--- src/verilog/comp_pkg.sv ---
package comp_pkg;
  localparam int ADDR_W = 8;
  localparam int NUM_CMP = 2;
  localparam logic [ADDR_W-1:0] OFS_FIRST_CTRL = 8'h00;
  localparam logic [ADDR_W-1:0] OFS_SECOND_CTRL = 8'h04;
  localparam logic [ADDR_W-1:0] OFS_MIRROR = 8'h08;
  localparam logic [ADDR_W-1:0] OFS_FLAG = 8'h0c;
  localparam logic [ADDR_W-1:0] OFS_ENABLE = 8'h10;
  localparam logic [ADDR_W-1:0] OFS_INTCTL = 8'h14;
  localparam int CTL_RESULT = 6;
  localparam int MIR_FIRST = 7;
  localparam int MIR_SECOND = 6;
  localparam int MIR_GATE_SEL = 1;
  localparam int MIR_SYNC = 0;
  localparam int FLAG_LSB = 3;
  localparam int INT_GLOBAL = 7;
  localparam int INT_PERIPH = 6;
  localparam logic MIRROR_GATE_RESET = 1'b1;
  localparam logic MIRROR_SYNC_RESET = 1'b0;

  typedef struct packed {
    logic on;
    logic result;
    logic oe;
    logic pol;
    logic speed;
    logic refsel;
    logic [1:0] chan;
  } ctrl_t;
  localparam ctrl_t CTRL_RESET = 8'h00;

  typedef struct packed {
    logic on;
    logic speed;
    logic refsel;
    logic [1:0] chan;
  } analog_ctrl_t;

  typedef enum logic [1:0] {
    PHASE_Q1 = 2'b00,
    PHASE_Q2 = 2'b01,
    PHASE_Q3 = 2'b11,
    PHASE_Q4 = 2'b10
  } quarter_t;

  typedef struct packed {
    quarter_t phase;
    ctrl_t [NUM_CMP-1:0] ctrl;
    logic gate_sel;
    logic sync_en;
    logic [NUM_CMP-1:0] flags;
    logic [NUM_CMP-1:0] irq_en;
    logic periph_en;
    logic global_en;
    logic [7:0] rdata;
  } main_state_t;
  localparam main_state_t MAIN_RESET = '{PHASE_Q1, {CTRL_RESET, CTRL_RESET},
    MIRROR_GATE_RESET, MIRROR_SYNC_RESET, 2'b00, 2'b00, 1'b0, 1'b0, 8'h00};

  typedef struct packed {
    logic latched;
    logic store;
    logic mismatch_prev;
  } chan_state_t;

  typedef struct packed {
    logic clk_prev;
    logic held;
  } sync_state_t;
endpackage

--- src/verilog/comparator_block.sv ---
// Our own choices: the register offsets and register access over APB.
`timescale 1ns/10ps
module comparator_block
  import comp_pkg::*;
(
  // APB slave
  input wire logic pclk,
  input wire logic presetn,
  input wire logic psel,
  input wire logic penable,
  input wire logic pwrite,
  input wire logic [ADDR_W-1:0] paddr,
  input wire logic [31:0] pwdata,
  output logic [31:0] prdata,
  output logic pready,
  output logic pslverr,
  // Analog front end
  input wire logic [NUM_CMP-1:0] vn_below_vp,
  output analog_ctrl_t [NUM_CMP-1:0] analog_ctrl,
  // Pins and port direction
  input wire logic port_a_direction_bit2,
  input wire logic port_c_direction_bit4,
  output logic first_pin_out,
  output logic first_pin_oe,
  output logic second_pin_out,
  output logic second_pin_oe,
  // Timer
  input wire logic timer_clock,
  input wire logic prescaler_active,
  input wire logic prescaler_out,
  input wire logic timer_gate_pin,
  output logic timer_gate,
  output logic timer_count_tick,
  // Interrupt
  output logic comparator_irq_request
);
  main_state_t st;
  main_state_t nxt;
  logic setup;
  logic access;
  logic wr;
  logic hit;
  logic cycle_end;
  logic synced_second_result;
  logic [NUM_CMP-1:0] live;
  logic [NUM_CMP-1:0] latched;
  logic [NUM_CMP-1:0] change;
  logic [NUM_CMP-1:0] refresh;
  logic [7:0] rd_value;

  assign setup = psel & ~penable;
  assign access = psel & penable;
  assign wr = access & pwrite;
  assign cycle_end = (st.phase == PHASE_Q4);
  assign hit = (paddr == OFS_FIRST_CTRL) | (paddr == OFS_SECOND_CTRL) |
               (paddr == OFS_MIRROR) | (paddr == OFS_FLAG) |
               (paddr == OFS_ENABLE) | (paddr == OFS_INTCTL);

  // Zero-wait slave; read data is captured in the setup cycle
  assign pready = access;
  assign pslverr = access & ~hit;
  assign prdata = {24'h000000, st.rdata};

  for (genvar i = 0; i < NUM_CMP; i++) begin : g_cmp
    // Any access to the own control register, read or write; never the mirror
    assign refresh[i] = access &
      (paddr == ((i == 0) ? OFS_FIRST_CTRL : OFS_SECOND_CTRL));
    assign analog_ctrl[i] = '{st.ctrl[i].on, st.ctrl[i].speed,
                              st.ctrl[i].refsel, st.ctrl[i].chan};

    comp_channel u_chan (
      .pclk(pclk),
      .presetn(presetn),
      .vn_below_vp(vn_below_vp[i]),
      .comparator_on(st.ctrl[i].on),
      .polarity_invert(st.ctrl[i].pol),
      .cycle_end(cycle_end),
      .refresh(refresh[i]),
      .live_result(live[i]),
      .latched_result(latched[i]),
      .change_event(change[i])
    );
  end

  second_sync u_sync (
    .pclk(pclk),
    .presetn(presetn),
    .timer_clock(timer_clock),
    .prescaler_active(prescaler_active),
    .prescaler_out(prescaler_out),
    .sync_enable(st.sync_en),
    .result_in(live[1]),
    .synced_result(synced_second_result),
    .count_tick(timer_count_tick)
  );

  // Pin path bypasses the latch so external edges keep analog timing
  assign first_pin_out = live[0];
  assign first_pin_oe = st.ctrl[0].oe & st.ctrl[0].on & ~port_a_direction_bit2;
  assign second_pin_out = live[1];
  assign second_pin_oe = st.ctrl[1].oe & st.ctrl[1].on & ~port_c_direction_bit4;

  assign timer_gate = st.gate_sel ? timer_gate_pin : synced_second_result;

  assign comparator_irq_request = st.global_en & st.periph_en &
                                  (|(st.flags & st.irq_en));

  always_comb begin
    rd_value = 8'h00;
    case (paddr)
      OFS_FIRST_CTRL: begin
        rd_value = st.ctrl[0];
        rd_value[CTL_RESULT] = latched[0];
      end
      OFS_SECOND_CTRL: begin
        rd_value = st.ctrl[1];
        rd_value[CTL_RESULT] = latched[1];
      end
      OFS_MIRROR: begin
        rd_value[MIR_FIRST] = latched[0];
        rd_value[MIR_SECOND] = latched[1];
        rd_value[MIR_GATE_SEL] = st.gate_sel;
        rd_value[MIR_SYNC] = st.sync_en;
      end
      OFS_FLAG: begin
        rd_value[FLAG_LSB +: NUM_CMP] = st.flags;
      end
      OFS_ENABLE: begin
        rd_value[FLAG_LSB +: NUM_CMP] = st.irq_en;
      end
      OFS_INTCTL: begin
        rd_value[INT_GLOBAL] = st.global_en;
        rd_value[INT_PERIPH] = st.periph_en;
      end
      default: begin
        rd_value = 8'h00;
      end
    endcase
  end

  always_comb begin
    nxt = st;
    case (st.phase)
      PHASE_Q1: nxt.phase = PHASE_Q2;
      PHASE_Q2: nxt.phase = PHASE_Q3;
      PHASE_Q3: nxt.phase = PHASE_Q4;
      PHASE_Q4: nxt.phase = PHASE_Q1;
      default: nxt.phase = PHASE_Q1;
    endcase
    if (setup) begin
      nxt.rdata = rd_value;
    end
    if (wr && paddr == OFS_FIRST_CTRL) begin
      nxt.ctrl[0] = pwdata[7:0];
      nxt.ctrl[0].result = 1'b0;
    end
    if (wr && paddr == OFS_SECOND_CTRL) begin
      nxt.ctrl[1] = pwdata[7:0];
      nxt.ctrl[1].result = 1'b0;
    end
    if (wr && paddr == OFS_MIRROR) begin
      nxt.gate_sel = pwdata[MIR_GATE_SEL];
      nxt.sync_en = pwdata[MIR_SYNC];
    end
    if (wr && paddr == OFS_ENABLE) begin
      nxt.irq_en = pwdata[FLAG_LSB +: NUM_CMP];
    end
    if (wr && paddr == OFS_INTCTL) begin
      nxt.global_en = pwdata[INT_GLOBAL];
      nxt.periph_en = pwdata[INT_PERIPH];
    end
    // A change event wins over a clearing write in the same cycle
    if (wr && paddr == OFS_FLAG) begin
      nxt.flags = pwdata[FLAG_LSB +: NUM_CMP];
    end
    nxt.flags = nxt.flags | change;
  end

  always_ff @(posedge pclk or negedge presetn) begin
    if (!presetn) begin
      st <= MAIN_RESET;
    end else begin
      st <= nxt;
    end
  end

  AST_CYCLE_PERIOD: assert property (@(posedge pclk) disable iff (!presetn)
    cycle_end |=> !cycle_end [*3] ##1 cycle_end)
    else $error("instruction cycle is not four clocks");
  AST_PIN_GATED: assert property (@(posedge pclk) disable iff (!presetn)
    first_pin_oe |-> st.ctrl[0].on && !port_a_direction_bit2 &&
      first_pin_out == (vn_below_vp[0] ^ st.ctrl[0].pol))
    else $error("first pin driven without its conditions");
  AST_FLAG_ON_EVENT: assert property (@(posedge pclk) disable iff (!presetn)
    change[0] |=> st.flags[0])
    else $error("change event did not set flag");
  AST_WRITE_ONE_SETS: assert property (@(posedge pclk) disable iff (!presetn)
    wr && paddr == OFS_FLAG && pwdata[FLAG_LSB + 1] |=> st.flags[1])
    else $error("written one did not set flag");
  AST_WRITE_ZERO_CLEARS: assert property (@(posedge pclk) disable iff (!presetn)
    wr && paddr == OFS_FLAG && !pwdata[FLAG_LSB] && !change[0] |=> !st.flags[0])
    else $error("written zero did not clear flag");
  AST_IRQ_NEEDS_ENABLES: assert property (@(posedge pclk) disable iff (!presetn)
    comparator_irq_request |-> st.global_en && st.periph_en && (|(st.flags & st.irq_en)))
    else $error("request without all enables");
  AST_MIRROR_NO_REFRESH: assert property (@(posedge pclk) disable iff (!presetn)
    access && paddr == OFS_MIRROR |-> refresh == 2'b00)
    else $error("mirror access refreshed mismatch latch");
  AST_MIRROR_RESERVED: assert property (@(posedge pclk) disable iff (!presetn)
    access && !pwrite && $past(setup) && paddr == OFS_MIRROR |->
      prdata[5:2] == 4'h0 && prdata[7] == $past(latched[0]))
    else $error("mirror read data wrong");
  AST_GATE_FROM_SYNC: assert property (@(posedge pclk) disable iff (!presetn)
    !st.gate_sel |-> timer_gate == synced_second_result)
    else $error("timer gate not from synced result");
  AST_UNMAPPED_ERROR: assert property (@(posedge pclk) disable iff (!presetn)
    access && !hit |-> pslverr && pready)
    else $error("unmapped access not flagged");
  AST_SECOND_PIN_GATED: assert property (@(posedge pclk) disable iff (!presetn)
    second_pin_oe |-> st.ctrl[1].oe && !port_c_direction_bit4)
    else $error("second pin driven without its conditions");
  AST_GATE_FROM_PIN: assert property (@(posedge pclk) disable iff (!presetn)
    st.gate_sel |-> timer_gate == timer_gate_pin)
    else $error("timer gate not from gate pin");
  AST_FLAG_ON_SECOND_EVENT: assert property (@(posedge pclk) disable iff (!presetn)
    change[1] |=> st.flags[1])
    else $error("second change event did not set flag");
endmodule

--- src/verilog/comp_channel.sv ---
`timescale 1ns/10ps
module comp_channel
  import comp_pkg::*;
(
  // Clock and reset
  input wire logic pclk,
  input wire logic presetn,
  // Analog and control
  input wire logic vn_below_vp,
  input wire logic comparator_on,
  input wire logic polarity_invert,
  input wire logic cycle_end,
  input wire logic refresh,
  // Results
  output logic live_result,
  output logic latched_result,
  output logic change_event
);
  chan_state_t st;
  chan_state_t nxt;
  logic mismatch;

  assign live_result = comparator_on & (vn_below_vp ^ polarity_invert);
  assign mismatch = st.latched != st.store;
  assign change_event = mismatch & ~st.mismatch_prev;
  assign latched_result = st.latched;

  always_comb begin
    nxt = st;
    if (cycle_end) begin
      nxt.latched = live_result;
    end
    // Taking the new value here loses a change that lands on the access
    if (refresh) begin
      nxt.store = cycle_end ? live_result : st.latched;
    end
    nxt.mismatch_prev = mismatch;
  end

  always_ff @(posedge pclk or negedge presetn) begin
    if (!presetn) begin
      st <= '0;
    end else begin
      st <= nxt;
    end
  end

  AST_LATCH_AT_CYCLE_END: assert property (@(posedge pclk) disable iff (!presetn)
    cycle_end |=> latched_result == $past(live_result))
    else $error("latched result missed cycle end");
  AST_REFRESH_CLEARS: assert property (@(posedge pclk) disable iff (!presetn)
    refresh |=> !change_event)
    else $error("event right after refresh");
  AST_EDGE_ONLY: assert property (@(posedge pclk) disable iff (!presetn)
    change_event && !refresh |=> !change_event)
    else $error("event repeated on mismatch level");
endmodule

--- src/verilog/second_sync.sv ---
`timescale 1ns/10ps
module second_sync
  import comp_pkg::*;
(
  // Clock and reset
  input wire logic pclk,
  input wire logic presetn,
  // Timer clock sources
  input wire logic timer_clock,
  input wire logic prescaler_active,
  input wire logic prescaler_out,
  // Result path
  input wire logic sync_enable,
  input wire logic result_in,
  output logic synced_result,
  output logic count_tick
);
  sync_state_t st;
  sync_state_t nxt;
  logic source;
  logic fall;

  assign source = prescaler_active ? prescaler_out : timer_clock;
  assign fall = st.clk_prev & ~source;
  assign count_tick = ~st.clk_prev & source;
  assign synced_result = sync_enable ? st.held : result_in;

  always_comb begin
    nxt = st;
    nxt.clk_prev = source;
    if (fall) begin
      nxt.held = result_in;
    end
  end

  always_ff @(posedge pclk or negedge presetn) begin
    if (!presetn) begin
      st <= '0;
    end else begin
      st <= nxt;
    end
  end

  AST_SYNC_ON_FALL: assert property (@(posedge pclk) disable iff (!presetn)
    fall ##1 sync_enable |-> synced_result == $past(result_in))
    else $error("synced result not taken on falling edge");
  AST_SYNC_HOLDS: assert property (@(posedge pclk) disable iff (!presetn)
    sync_enable && !fall ##1 sync_enable |-> $stable(synced_result))
    else $error("synced result moved without falling edge");
endmodule

--- config.mk ---
export PLATFORM = sky130hd
export DESIGN_NAME = comparator_block
export DESIGN_NICKNAME = d
export VERILOG_FILES = /design/src/verilog/comp_pkg.sv /design/src/verilog/comparator_block.sv /design/src/verilog/comp_channel.sv /design/src/verilog/second_sync.sv
export SDC_FILE = /design/constraint.sdc
export NUM_CORES = 1
export LEC_CHECK = 0
export BUFFER_PORTS_ARGS = -buffer_cell sky130_fd_sc_hd__buf_2
export CORE_ASPECT_RATIO = 0.9
export CORE_UTILIZATION = 40
export CTS_BUF_LIST = sky130_fd_sc_hd__clkbuf_2 sky130_fd_sc_hd__clkbuf_4 sky130_fd_sc_hd__clkbuf_8
export CTS_CLUSTER_DIAMETER = 40
export DETAILED_ROUTE_END_ITERATION = 10
export GPL_ROUTABILITY_DRIVEN = 0
export PLACE_DENSITY_LB_ADDON = 0.1
export REMOVE_ABC_BUFFERS = 1
export SYNTH_ARGS = -nofsm -noshare
export SYNTH_HDL_FRONTEND = slang
export SYNTH_SLANG_ARGS = --single-unit
--- constraint.sdc ---
create_clock -name pclk -period 1.7 [get_ports pclk]
set_input_delay 0.17 -clock pclk [delete_from_list [all_inputs] [get_ports pclk]]
set_output_delay 0.17 -clock pclk [all_outputs]
set_load 0.005 [all_outputs]
==> key figures <==
Floorplanning
  – Die width: 81.1 um
  – Core area: 5350 um^2
  – Std cell rows: 25
  – Initial core utilization: 42.1%
  – DIE AREA: 5930 um^2
  – IO Pins: 104
  – DIE HEIGHT: 73.2 um

Place
  – Post-placement cell count: 316
  – Place WS: -238 ps
  – IO Port Bufs: 55
  – Post-DP HPWL: 3.50 mm

Outcome
  – Status: finished, final reports clean

Timing
  – Fin crit period: 1650 ps
  – Worst setup margin: 54.1 ps
  – Worst slew pin tran: 519 ps
  – RSZ-0062 raised after global routing: no
  – Setup violators final: 0
  – Final period util: 96.8%
  – F_max: 608 MHz
  – Fin. Hold Viols: 0
  – Layout Skew: 2.24 ps
  – Max-slew violation count: 0
  – Slew headroom: 65.4%
  – Fin Setup TNS: 0 ps

Global route
  – Grt met3 use: 4.00%
  – Gr usage total: 16.8%
  – GR Layer Usage met2: 23.4%
  – Vias in the first global route: 1,341
  – Global routing's busiest layer: met1
  – Grt met1 use: 24.7%
  – Largest net degree at the start of global routing: 41
  – Initial antenna violation count: 0
  – Global route overflow: 0
  – Global-route wire length before repair: 7.07 mm

Synthesis
  – Syn Std Cell Area: 2250 um^2
  – Async S/R FF share, synth: 100%
  – Yosys cell types: 37
  – Yosys warns: 0
  – Dominant synthesized flop cell: dfrtp_1
  – EDFF count, synth: 0
  – Avg Inst Size Synth: 10.7 um^2
  – FF+latch count, synth: 40
  – Cells after Synth: 211
  – Post-synthesis sequential area ratio: 44.5%

Detailed routing
  – Via density per instance: 4.75
  – Routed len/inst: 14.1 um
  – Starting DRC count in detailed routing: 37
  – Residual DRC: 0
  – Post-route ant nets: 0
  – Drt pass-1 iters: 4
  – DR vias: 1,554
  – Drt total wl: 4.63 mm

CTS
  – CTS Buffer Depth: 2
  – Num Clock Sinks: 40
  – CTS Buf Count: 5
  – Skew-Pair Late Insertion Delay: 290 ps
  – Root buffer cell: clkbuf_8
  – Clock transition at the registers of the reported paths: 80 ps
  – H-tree depth: 2
  – CTS tree: built

Final layout
  – FILL cells: 526
  – Area Growth Syn to Fin: 13.3%
  – Multi-input gate area: 965 um^2
  – Layout cell share with drive strength beyond 1: 41.9%
  – Final Non-Filler Cells: 327
  – Antenna diodes: 0
  – Final nets: 312
  – Reg area: 1000 um^2

Power and ir drop
  – PwrDens: 721 nW/um^2
  – Leak Pwr: 1.34 nW
  – Worst vdd ir: 404 uV

Worst setup path
  – WS Path Type: input port to register
  – CP arrival: 1830 ps
  – Worst setup SP type: input port
  – CP Cell Sequence: buf_2 > or4_4 > or2_4 > buf_4 > nor4b_4 > mux2_1
  – Worst setup EP type: register
  – Max incr delay on CP: 530 ps
  – Critical path data required time: 1880 ps
  – Crit-path max FO: 3
  – Crit-path slowest cell: or4_4

Flow run
  – Number of max-cap violations: 0

Worst hold path
  – Hold Path Class: input port to register
[state kept, by name (all words and copies together) (netlist names)]
signal,cells
prdata,8
st,14
g_cmp.u_chan.st,4
g_cmp.u_chan.latched_result,2
analog_ctrl,10
u_sync.st,2
[final timing paths]
kind / endpoint / slack (ps) / startpoint / cells after the start
max reg2reg: g_cmp[0].u_chan.st[1]$_DFFE_PN0P_ / 300 / st[20]$_DFFE_PN0P_ / 4
max: st[14]$_DFFE_PN0P_ / 50 / paddr[7] / 6
min in group asynchronous: prdata[4]$_DFFE_PN0P_ / 450 / presetn / 3
min: st[9]$_DFFE_PN0P_ / 100 / pwdata[6] / 2
min reg2reg: st[33]$_DFF_PN0_ / 370 / st[32]$_DFF_PN0_ / 0
max in group asynchronous: st[15]$_DFFE_PN1P_ / 870 / presetn / 3
[per-layer routing]
metal  share of wire, %  routed length (um)
met5                  0                   0
met4                1.6                  76
met3                5.7                 264
met2                 42                1970
met1                 50                2320
[cells by family after synthesis]
logic type / share of synthesized area [%]
compound gates: 7.28
xor+xnor: 1.56
buf+inv: 16.7
flops: 44.5
mux: 16.6
other cells: 0.167
simple gates: 13.2
[worst max-delay path: cells and delay by family]
| kind | cells | cell delay (ps) |
|---|---|---|
| mux | 1 | 350 |
| buf+inv | 2 | 250 |
| simple gates | 3 | 1070 |
[repair_timing]
action	4_1_cts	5_1_grt
setup endpoints to repair	1	3
setup buffers	1	1
pin swaps	1	2
hold buffers	1	0
gates cloned	0	0
resized for setup	2	1
endpoints found under the hold margin	39	0
[synth_stat cells (all sizes together), types with 3 or more instances]
cell     n  area, um^2
clkbuf   5        18.8
nand3   10        60.1
mux2    26         293
o21ai    7        35.0
xor2     4        35.0
inv      5        18.8
nor2    14        52.6
dfrtp   39         976
a22o     4        35.0
a21oi    3        15.0
nand2   13        48.8
mux2i    8        80.1
nor2b    4        25.0
buf     46         339
[placed cells by master, fill, tap and decap left out, types with 5 or more instances in the layout]
master / netlist / final
buf_2: 1 / 55
buf_4: 42 / 13
clkbuf_8: 0 / 6
conb_1: 1 / 24
dfrtp_1: 39 / 39
inv_1: 5 / 5
mux2_2: 24 / 24
mux2i_1: 8 / 8
nand2_1: 13 / 13
nand3_1: 8 / 8
nor2_1: 14 / 14
o21ai_0: 7 / 7
[where the power goes]
| group | leakage (nW) | switching [W] | internal, W | total [W] |
|---|---|---|---|---|
| Clock | 0.0479 | 0.000342 | 0.000346 | 0.000688 |
| Combinational | 0.762 | 0.000101 | 0.0000707 | 0.000172 |
| Sequential | 0.533 | 0.0000117 | 0.000967 | 0.000979 |
[stage by stage]
stage / hold WS, ps / total power, W / cell area (um^2) / utilization [%]
2_1_floorplan: -126 / 0.00106 / 1980 / -
3_3_place_gp: 269 / 0.00117 / 2420 / 45.3
3_5_place_dp: 267 / 0.00117 / 2420 / 45.3
4_1_cts: 95.8 / 0.00186 / 2540 / 47.5
5_1_grt: 106 / 0.00192 / 2550 / 47.7
6_report: 103 / 0.00184 / 2550 / 47.7
[final cells by class]
class	instances	share of cell area, %
clock buffers	7	3.53
clock inverters	1	0.294
inverters	5	0.736
multi-input cells	138	37.8
flip-flops and latches	40	39.3
well taps	67	3.29
repair buffers	69	15.0
No activity file was read; power rests on OpenSTA's default activity.
